===== src/core/fsg_defines.svh =====
// constants for the frame sync and pin control block
// assumes inclusion by bare name from the core folder
`ifndef FSG_DEFINES_SVH
`define FSG_DEFINES_SVH

`define FSG_NUM_PINS 8
`define FSG_NUM_CTX 4
`define FSG_SYNC_PIN 0
`define FSG_FN_W 2
`define FSG_FN_GPIO 2'h0
`define FSG_FN_PWM 2'h1
`define FSG_FN_STROBE 2'h2
`define FSG_FN_VSYNC 2'h3
`define FSG_SB_IN 2'h0
`define FSG_SB_LOW 2'h1
`define FSG_SB_HIGH 2'h2
`define FSG_CTX_NONE 3'h4
`define FSG_MCU_LAT 4'h3

`endif


===== src/core/fsg_pkg.sv =====
// shared types for the frame sync and pin control block
// assumes fsg_defines.svh sits in the same folder
`include "fsg_defines.svh"

package fsg_pkg;

  // sync modes
  typedef enum logic [1:0] {
    FSG_LEAD_CMD = 2'h0,
    FSG_LEAD_PIN = 2'h1,
    FSG_FOLLOW = 2'h3
  } fsg_mode_e;

  // sequencer states, gray codes in declaration order
  typedef enum logic [2:0] {
    FSG_ST_STANDBY = 3'h0,
    FSG_ST_APPLY = 3'h1,
    FSG_ST_ARMED = 3'h3,
    FSG_ST_STREAM = 3'h2,
    FSG_ST_FRAME = 3'h6
  } fsg_state_e;

  // one pin's setting within one context
  typedef struct packed {
    logic [1:0] func;
    logic invert;
    logic out_val;
  } fsg_pin_cfg_s;

  // one context's chaining setting
  typedef struct packed {
    logic [7:0] frames;
    logic [2:0] next_ctx;
  } fsg_ctx_cfg_s;

endpackage


===== src/core/fsg_frame_sync.sv =====
// frame sync sequencer and eight-pin control for an image sensor
// assumes host writes arrive as decoded strobes from the serial register port
//
// Functional notes
// - leader without pin sync streams right after the start command executes.
// - pin-started leader finishes setup, then waits for sync pin rising edge.
// - follower mode starts a frame per pin pulse or per host trigger.
// - eight pins; sync pin acts as plain pin when sync unused.
// - pins 1-7 select pwm, strobe, vsync or plain pin function.
// - four per-context pin setting sets; active context's set applies.
// - any internal signal may drive one or several pins at once.
// - every pin has a polarity invert setting.
// - in standby each pin is input, low output or high output.
// - all pins stay low during reset until configured.
// - host configures everything through register accesses.
// - internal controller applies host settings before streaming.
// - four contexts, each with frame count, chained ending or repeating.
`timescale 1ns/1ps
`default_nettype none
`include "fsg_defines.svh"

module fsg_frame_sync #(
  parameter int NUM_PINS = `FSG_NUM_PINS,
  parameter int NUM_CTX = `FSG_NUM_CTX,
  parameter int FRAME_CYC = 64,
  parameter int PWM_W = 8
) (
  input wire logic i_sys_clk,
  input wire logic i_rst,
  // host register side
  input wire fsg_pkg::fsg_mode_e i_mode,
  input wire logic i_sync_en,
  input wire logic i_start_cmd,
  input wire logic i_stop_cmd,
  input wire logic i_trig_cmd,
  input wire logic i_ctx_start,
  input wire logic i_cfg_wr,
  input wire logic [1:0] i_cfg_ctx,
  input wire fsg_pkg::fsg_pin_cfg_s [NUM_PINS-1:0] i_cfg_data,
  input wire fsg_pkg::fsg_ctx_cfg_s [NUM_CTX-1:0] i_ctx_cfg,
  input wire logic [NUM_PINS*2-1:0] i_standby_dir,
  input wire logic [PWM_W-1:0] i_pwm_duty,
  input wire logic [PWM_W-1:0] i_strobe_len,
  // pins
  input wire logic [NUM_PINS-1:0] i_pin_in,
  output logic [NUM_PINS-1:0] o_pin_out,
  output logic [NUM_PINS-1:0] o_pin_oe,
  // status
  output logic o_streaming,
  output logic o_frame_start,
  output logic [1:0] o_active_ctx,
  output logic [NUM_PINS-1:0] o_pin_level
);

  // ****************************************************************
  // elaboration checks
  // ****************************************************************
  initial begin
    if (NUM_PINS != `FSG_NUM_PINS || NUM_CTX != `FSG_NUM_CTX || FRAME_CYC < 4 ||
        FRAME_CYC > 65535 || PWM_W < 2) begin
      $error("fsg_frame_sync: unsupported parameters");
    end
  end

  // ****************************************************************
  // declarations
  // ****************************************************************
  fsg_pkg::fsg_state_e state_q, state_d;
  fsg_pkg::fsg_pin_cfg_s [NUM_PINS-1:0] pin_cfg;
  logic [NUM_PINS-1:0] meta_q, sync_q;
  logic [3:0] lat_q;
  logic [15:0] fcnt_q;
  logic [7:0] frames_left_q;
  logic [1:0] ctx_q;
  logic [PWM_W-1:0] pwm_cnt_q;
  logic [PWM_W-1:0] strobe_cnt_q;
  logic pend_q;
  logic strobe_q;
  logic vsync_q;
  logic [NUM_PINS-1:0] pin_out_q, pin_oe_q;
  logic streaming_q, frame_start_q;
  logic sync_lvl, sync_rise;

  // ****************************************************************
  // sync pin edge detect
  // ****************************************************************
  fsg_sync_edge u_sync (
    .i_sys_clk(i_sys_clk),
    .i_rst(i_rst),
    .i_pin(i_pin_in[`FSG_SYNC_PIN]),
    .i_invert(pin_cfg[`FSG_SYNC_PIN].invert),
    .o_level(sync_lvl),
    .o_rise(sync_rise)
  );

  // ****************************************************************
  // context pin settings
  // ****************************************************************
  fsg_cfg_mem #(
    .NUM_CTX(NUM_CTX),
    .NUM_PINS(NUM_PINS)
  ) u_mem (
    .i_sys_clk(i_sys_clk),
    .i_rst(i_rst),
    .i_wr_en(i_cfg_wr),
    .i_wr_ctx(i_cfg_ctx),
    .i_wr_data(i_cfg_data),
    .i_rd_ctx(ctx_q),
    .o_rd_data(pin_cfg)
  );

  // ****************************************************************
  // decode
  // ****************************************************************
  wire logic follow = (i_mode == fsg_pkg::FSG_FOLLOW);
  wire logic lead_pin = (i_mode == fsg_pkg::FSG_LEAD_PIN);
  wire logic pin_trig = i_sync_en & sync_rise;
  wire logic trig = follow & (pin_trig | i_trig_cmd);
  wire logic frame_end = (fcnt_q == 16'(FRAME_CYC - 1));
  wire logic lat_done = (lat_q == `FSG_MCU_LAT);
  wire logic in_frame = (state_q == fsg_pkg::FSG_ST_FRAME);
  wire logic ctx_last = (frames_left_q <= 8'h01);
  wire logic [2:0] nxt_ctx = i_ctx_cfg[ctx_q].next_ctx;
  wire logic seq_end = frame_end & ctx_last & (nxt_ctx == `FSG_CTX_NONE);
  wire logic standby = (state_q == fsg_pkg::FSG_ST_STANDBY);
  wire logic pwm_sig = (pwm_cnt_q < i_pwm_duty);

  // ****************************************************************
  // sequencer
  // ****************************************************************
  always_comb begin
    state_d = state_q;
    case (state_q)
      fsg_pkg::FSG_ST_STANDBY: begin
        if (i_start_cmd) begin
          state_d = fsg_pkg::FSG_ST_APPLY;
        end
      end
      fsg_pkg::FSG_ST_APPLY: begin
        if (lat_done) begin
          if (follow || (lead_pin && i_sync_en)) begin
            state_d = fsg_pkg::FSG_ST_ARMED;
          end else begin
            state_d = fsg_pkg::FSG_ST_FRAME;
          end
        end
      end
      fsg_pkg::FSG_ST_ARMED: begin
        if (follow ? trig : sync_rise) begin
          state_d = fsg_pkg::FSG_ST_FRAME;
        end
      end
      fsg_pkg::FSG_ST_STREAM: begin
        if (trig) begin
          state_d = fsg_pkg::FSG_ST_FRAME;
        end
      end
      fsg_pkg::FSG_ST_FRAME: begin
        if (seq_end) begin
          state_d = fsg_pkg::FSG_ST_STANDBY;
        end else if (frame_end && follow && !pend_q && !trig) begin
          state_d = fsg_pkg::FSG_ST_STREAM;
        end
      end
      default: begin
        state_d = fsg_pkg::FSG_ST_STANDBY;
      end
    endcase
    if (i_stop_cmd) begin
      state_d = fsg_pkg::FSG_ST_STANDBY;
    end
  end

  always_ff @(posedge i_sys_clk) begin
    if (i_rst) begin
      state_q <= fsg_pkg::FSG_ST_STANDBY;
      lat_q <= '0;
      fcnt_q <= '0;
      pend_q <= 1'b0;
    end else begin
      state_q <= state_d;
      lat_q <= (state_q == fsg_pkg::FSG_ST_APPLY) ? lat_q + 4'h1 : '0;
      fcnt_q <= (in_frame && !frame_end) ? fcnt_q + 16'h1 : '0;
      // one trigger during a frame is queued for the next frame
      pend_q <= in_frame & (trig | (pend_q & ~frame_end));
    end
  end

  // ****************************************************************
  // context chaining
  // ****************************************************************
  always_ff @(posedge i_sys_clk) begin
    if (i_rst) begin
      ctx_q <= '0;
      frames_left_q <= '0;
    end else if (standby && i_start_cmd) begin
      ctx_q <= {1'b0, i_ctx_start};
      frames_left_q <= i_ctx_cfg[i_ctx_start].frames;
    end else if (in_frame && frame_end) begin
      if (ctx_last && nxt_ctx != `FSG_CTX_NONE) begin
        ctx_q <= nxt_ctx[1:0];
        frames_left_q <= i_ctx_cfg[nxt_ctx[1:0]].frames;
      end else if (!ctx_last) begin
        frames_left_q <= frames_left_q - 8'h01;
      end
    end
  end

  // ****************************************************************
  // internal signal sources
  // ****************************************************************
  always_ff @(posedge i_sys_clk) begin
    if (i_rst) begin
      pwm_cnt_q <= '0;
      strobe_cnt_q <= '0;
      strobe_q <= 1'b0;
      vsync_q <= 1'b0;
      frame_start_q <= 1'b0;
      streaming_q <= 1'b0;
    end else begin
      pwm_cnt_q <= pwm_cnt_q + 1'b1;
      frame_start_q <= in_frame & (fcnt_q == 16'h0);
      vsync_q <= in_frame & (fcnt_q < 16'(FRAME_CYC / 4));
      if (in_frame && fcnt_q == 16'h0) begin
        strobe_cnt_q <= i_strobe_len;
        strobe_q <= (i_strobe_len != '0);
      end else if (strobe_cnt_q > 1) begin
        strobe_cnt_q <= strobe_cnt_q - 1'b1;
      end else begin
        strobe_cnt_q <= '0;
        strobe_q <= 1'b0;
      end
      streaming_q <= ~standby & (state_q != fsg_pkg::FSG_ST_APPLY);
    end
  end

  // ****************************************************************
  // pin output mapping
  // ****************************************************************
  for (genvar p = 0; p < NUM_PINS; p++) begin : g_pin
    logic fn_val, drv_val, drv_oe;
    wire logic [1:0] sb = i_standby_dir[2*p +: 2];
    wire logic sync_use = (p == `FSG_SYNC_PIN) && i_sync_en && (follow || lead_pin);
    always_comb begin
      case (pin_cfg[p].func)
        `FSG_FN_PWM: fn_val = (p != `FSG_SYNC_PIN) & pwm_sig;
        `FSG_FN_STROBE: fn_val = (p != `FSG_SYNC_PIN) & strobe_q;
        `FSG_FN_VSYNC: fn_val = (p != `FSG_SYNC_PIN) & vsync_q;
        default: fn_val = pin_cfg[p].out_val;
      endcase
      if (standby) begin
        drv_oe = (sb == `FSG_SB_LOW) || (sb == `FSG_SB_HIGH);
        drv_val = (sb == `FSG_SB_HIGH);
      end else begin
        drv_oe = ~sync_use;
        drv_val = fn_val ^ pin_cfg[p].invert;
      end
    end
    always_ff @(posedge i_sys_clk) begin
      if (i_rst) begin
        pin_out_q[p] <= 1'b0;
        pin_oe_q[p] <= 1'b1;
        meta_q[p] <= 1'b0;
        sync_q[p] <= 1'b0;
      end else begin
        pin_out_q[p] <= drv_oe & drv_val;
        pin_oe_q[p] <= drv_oe;
        meta_q[p] <= i_pin_in[p];
        sync_q[p] <= meta_q[p];
      end
    end
  end

  assign o_pin_out = pin_out_q;
  assign o_pin_oe = pin_oe_q;
  assign o_pin_level = sync_q;
  assign o_streaming = streaming_q;
  assign o_frame_start = frame_start_q;
  assign o_active_ctx = ctx_q;

endmodule // fsg_frame_sync
`default_nettype wire


===== src/core/fsg_cfg_mem.sv =====
// per-context pin settings store, registered read
// assumes writes come from the register-side logic on the same clock
`timescale 1ns/1ps
`default_nettype none
`include "fsg_defines.svh"

module fsg_cfg_mem #(
  parameter int NUM_CTX = `FSG_NUM_CTX,
  parameter int NUM_PINS = `FSG_NUM_PINS
) (
  input wire logic i_sys_clk,
  input wire logic i_rst,
  input wire logic i_wr_en,
  input wire logic [$clog2(NUM_CTX)-1:0] i_wr_ctx,
  input wire fsg_pkg::fsg_pin_cfg_s [NUM_PINS-1:0] i_wr_data,
  input wire logic [$clog2(NUM_CTX)-1:0] i_rd_ctx,
  output fsg_pkg::fsg_pin_cfg_s [NUM_PINS-1:0] o_rd_data
);

  fsg_pkg::fsg_pin_cfg_s [NUM_PINS-1:0] mem_q [NUM_CTX];

  always_ff @(posedge i_sys_clk) begin
    if (i_wr_en) begin
      mem_q[i_wr_ctx] <= i_wr_data;
    end
  end

  always_ff @(posedge i_sys_clk) begin
    if (i_rst) begin
      o_rd_data <= '0;
    end else begin
      o_rd_data <= mem_q[i_rd_ctx];
    end
  end

endmodule // fsg_cfg_mem
`default_nettype wire


===== src/core/fsg_sync_edge.sv =====
// two-flop synchroniser with polarity-aware edge detect
// assumes the input pin is asynchronous to i_sys_clk
`timescale 1ns/1ps
`default_nettype none

module fsg_sync_edge (
  input wire logic i_sys_clk,
  input wire logic i_rst,
  input wire logic i_pin,
  input wire logic i_invert,
  output logic o_level,
  output logic o_rise
);

  logic meta_q;
  logic sync_q;
  logic prev_q;
  wire logic act_level = sync_q ^ i_invert;

  always_ff @(posedge i_sys_clk) begin
    if (i_rst) begin
      meta_q <= 1'b0;
      sync_q <= 1'b0;
      // idle high so no false edge after reset
      prev_q <= 1'b1;
    end else begin
      meta_q <= i_pin;
      sync_q <= meta_q;
      prev_q <= act_level;
    end
  end

  assign o_level = act_level;
  assign o_rise = act_level & ~prev_q;

endmodule // fsg_sync_edge
`default_nettype wire


===== config.mk =====
export PLATFORM = sky130hd
export DESIGN_NAME = fsg_frame_sync
export DESIGN_NICKNAME = d
export VERILOG_FILES = /design/src/core/fsg_pkg.sv /design/src/core/fsg_frame_sync.sv /design/src/core/fsg_cfg_mem.sv /design/src/core/fsg_sync_edge.sv
export VERILOG_INCLUDE_DIRS = /design/src /design/src/core
export SDC_FILE = /design/constraint.sdc
export NUM_CORES = 1
export LEC_CHECK = 0
export BUFFER_PORTS_ARGS = -buffer_cell sky130_fd_sc_hd__buf_2
export CAP_MARGIN = 20
export CORE_ASPECT_RATIO = 0.7
export CORE_UTILIZATION = 57
export CTS_CLUSTER_SIZE = 8
export DETAILED_ROUTE_END_ITERATION = 7
export HOLD_SLACK_MARGIN = 0.1
export MAX_ROUTING_LAYER = met4
export PLACE_DENSITY = 0.8
export SLEW_MARGIN = 25
export SYNTH_ARGS = -nofsm -noshare
export SYNTH_HDL_FRONTEND = slang
export SYNTH_HIERARCHICAL = 1
export SYNTH_SLANG_ARGS = --single-unit
export TNS_END_PERCENT = 1

===== constraint.sdc =====
create_clock -name i_sys_clk -period 3.47 [get_ports i_sys_clk]
set_clock_uncertainty 0.2 [all_clocks]
set_input_delay 0 -clock i_sys_clk [delete_from_list [all_inputs] [get_ports i_sys_clk]]
set_output_delay 0 -clock i_sys_clk [all_outputs]
set_load 0.05 [all_outputs]

==> results.yml <==
outcome:
  outcome: "completed"
cts:
  htree_levels: 2
  clk_latency_ps: 490
  cts_sinks: 249
  cts_root_buf: "clkbuf_16"
  cts.clk_slew.worst_paths_ps: 50
  numCtsBuffers: 37
  cts_buffer_depth: 3
  cts_tree: "done"
worst_setup_path:
  crit_type: "reg2reg"
  worstPathRequired_ps: 3620
  crit_path_max_fanout: 18
  rr_worst_depth: 7
  arrival_ps: 3470
  ff2ff_setup_slack_ps: 150
  cp-start-kind: "flop"
  timing.rr.start: "o_active_ctx[0]$_SDFFE_PP0P_"
  r2r-end: "frames_left_q[7]$_SDFFE_PP0P_"
  cp-end-kind: "flop"
route:
  route.detailed.drc: 0
  viasPerCell: 5.45
  drt_wl_total_mm: 24.8
  firstDrtPassIters: 5
  post_drt_wl_per_cell_um: 17.6
  drt_iter0_drc: 585
  ant_nets: 0
  num_vias: 7672
global_route:
  grt.overflow.total: 0
  grt_pass1_wl_mm: 38.7
  grt_max_degree: 65
  grtUsageTotal_pct: 27.9
  antenna_found_initial: 1
  first_global_vias: 7750
timing:
  period_minus_slack_ps: 3320
  drv_slew: 0
  tightest_slew_ps: 969
  whs_ps: 129
  finalSetupTns_ps: 0
  rsz0062_at_grt: "false"
  fin_crit_sh_pct: 95.7
  slew_headroom_pct: 34.9
  setup_slack_ps: 150
  final-hold-violation-count: 0
  fmax_ghz: 0.301
  setup_viol: 0
placement:
  post_dp_cell_area_um2: 11100
  gp_congestion: 0.840
  hpwl_mm: 13.2
  portBuffers: 155
  dp.cells: 1172
  pre_cts_slack_ps: 701
synth:
  ys_warn_count: 6
  netlist_area_um2: 10200
  syn_nets: 956
  avgSynthCellArea_um2: 12.7
  postSynthCellCount: 805
finish:
  final_nets: 1303
  stdcell_count: 1407
  finish.utilization_pct: 80.3
  drive_above_1_share_pct: 20.2
  area_delta_synth_final_pct: 36.2
  final_area_um2: 13900
hold_path:
  min_from: "i_cfg_data[20]"
  hold-path-cell-count: 2
  min_path_type: "in2reg"
  min_to: "u_mem/mem_q[0][20]$_DFFE_PP_"
power:
  power.static_leakage_nw: 5.39
  power.density_nw_per_um2: 544
  ir_drop_mv: 0.451
  p_total_mw: 7.56
die:
  std_cell_rows: 40
  die_h_um: 114
  dieArea_um2: 18500
  fp.coreArea_um2: 17300
  die_w_um: 162
  ios: 156
  start_util_pct: 59.0
job:
  cap_violations: 0
[where the power goes]
| group | total, mW | internal, mW | switching (mW) |
|---|---|---|---|
| logic | 0.929 | 0.456 | 0.473 |
| clock network | 3.25 | 2.06 | 1.20 |
| registers | 3.38 | 3.28 | 0.0988 |
[registers in the layout, summed over array words and instances (netlist names), 2 cells and up]
register	count
fcnt_q	16
frames_left_q	8
lat_q	4
meta_q	8
o_active_ctx	2
o_pin_level	8
o_pin_oe	8
o_pin_out	8
pwm_cnt_q	8
state_q	3
strobe_cnt_q	8
u_mem/mem_q	128
u_mem/o_rd_data	32
[layer usage]
metal	vias up	GRT usage (%)	wire length, um
li1	3650	-	-
met1	3595	35.3	10600
met2	349	45.7	11800
met3	78	4.80	1720
met4	0	9.62	679
met5	-	-	0
[layout make-up]
type | instances | area (um2)
sequential | 249 | 6270
clock inverter | 2 | 17.5
timing repair buffer | 339 | 2590
antenna | 1 | 2.50
inverter | 35 | 131
clock buffer | 60 | 1050
multi-input combinational | 490 | 3550
tap | 231 | 289
fill | 982 | 3410
[placed cells by master (no fill, tap or decap), types with 2 or more instances in the layout]
master	n
dfxtp_1	119
clkbuf_16	39
a21o_1	4
a31oi_1	6
o21ai_0	30
inv_1	35
nor2_1	67
buf_4	11
nand2_1	41
a41oi_1	7
buf_2	155
o31ai_1	3
a211oi_1	3
nor2b_1	22
nor3_1	9
mux4_2	4
and3_1	8
nand3_1	24
a21oi_1	10
clkbuf_1	21
and2_1	3
xor2_1	20
nand3b_1	8
o211ai_1	5
nor4_1	7
mux2i_1	88
or3_1	3
xnor2_1	21
o22ai_1	33
dlygate4sd3_1	172
or4_4	2
nand2b_1	3
mux2_2	5
a211oi_2	5
o21a_1	2
edfxtp_1	128
ha_1	23
[what timing repair did]
item                                    in CTS  in global routing
endpoints found under the setup margin       0                  3
buffers inserted                             0                  0
hold endpoints to repair                   312                  0
gates resized for setup                      0                  3
hold buffers                               172                  0
[worst max-delay path by stage]
stage / from / endpoint / cells after the start
after floorplan: i_cfg_ctx[1] / u_mem/mem_q[0][0]$_DFFE_PP_ / 1
after global routing: o_active_ctx[0]$_SDFFE_PP0P_ / frames_left_q[7]$_SDFFE_PP0P_ / 7
after global placement: o_active_ctx[0]$_SDFFE_PP0P_ / frames_left_q[6]$_SDFFE_PP0P_ / 7
after CTS: o_active_ctx[0]$_SDFFE_PP0P_ / frames_left_q[7]$_SDFFE_PP0P_ / 8
after detailed placement: o_active_ctx[0]$_SDFFE_PP0P_ / frames_left_q[6]$_SDFFE_PP0P_ / 7
final: o_active_ctx[0]$_SDFFE_PP0P_ / frames_left_q[7]$_SDFFE_PP0P_ / 7
[worst max-delay path, stage by stage (launching register included)]
cell	delay [ps]
dfxtp_2	420
mux4_2	730
a221oi_1	400
dlygate4sd3_1	610
a21oi_1	40
dlygate4sd3_1	560
nor2_1	110
o22ai_1	90
Note: power is estimated with default switching activity, not from simulation.
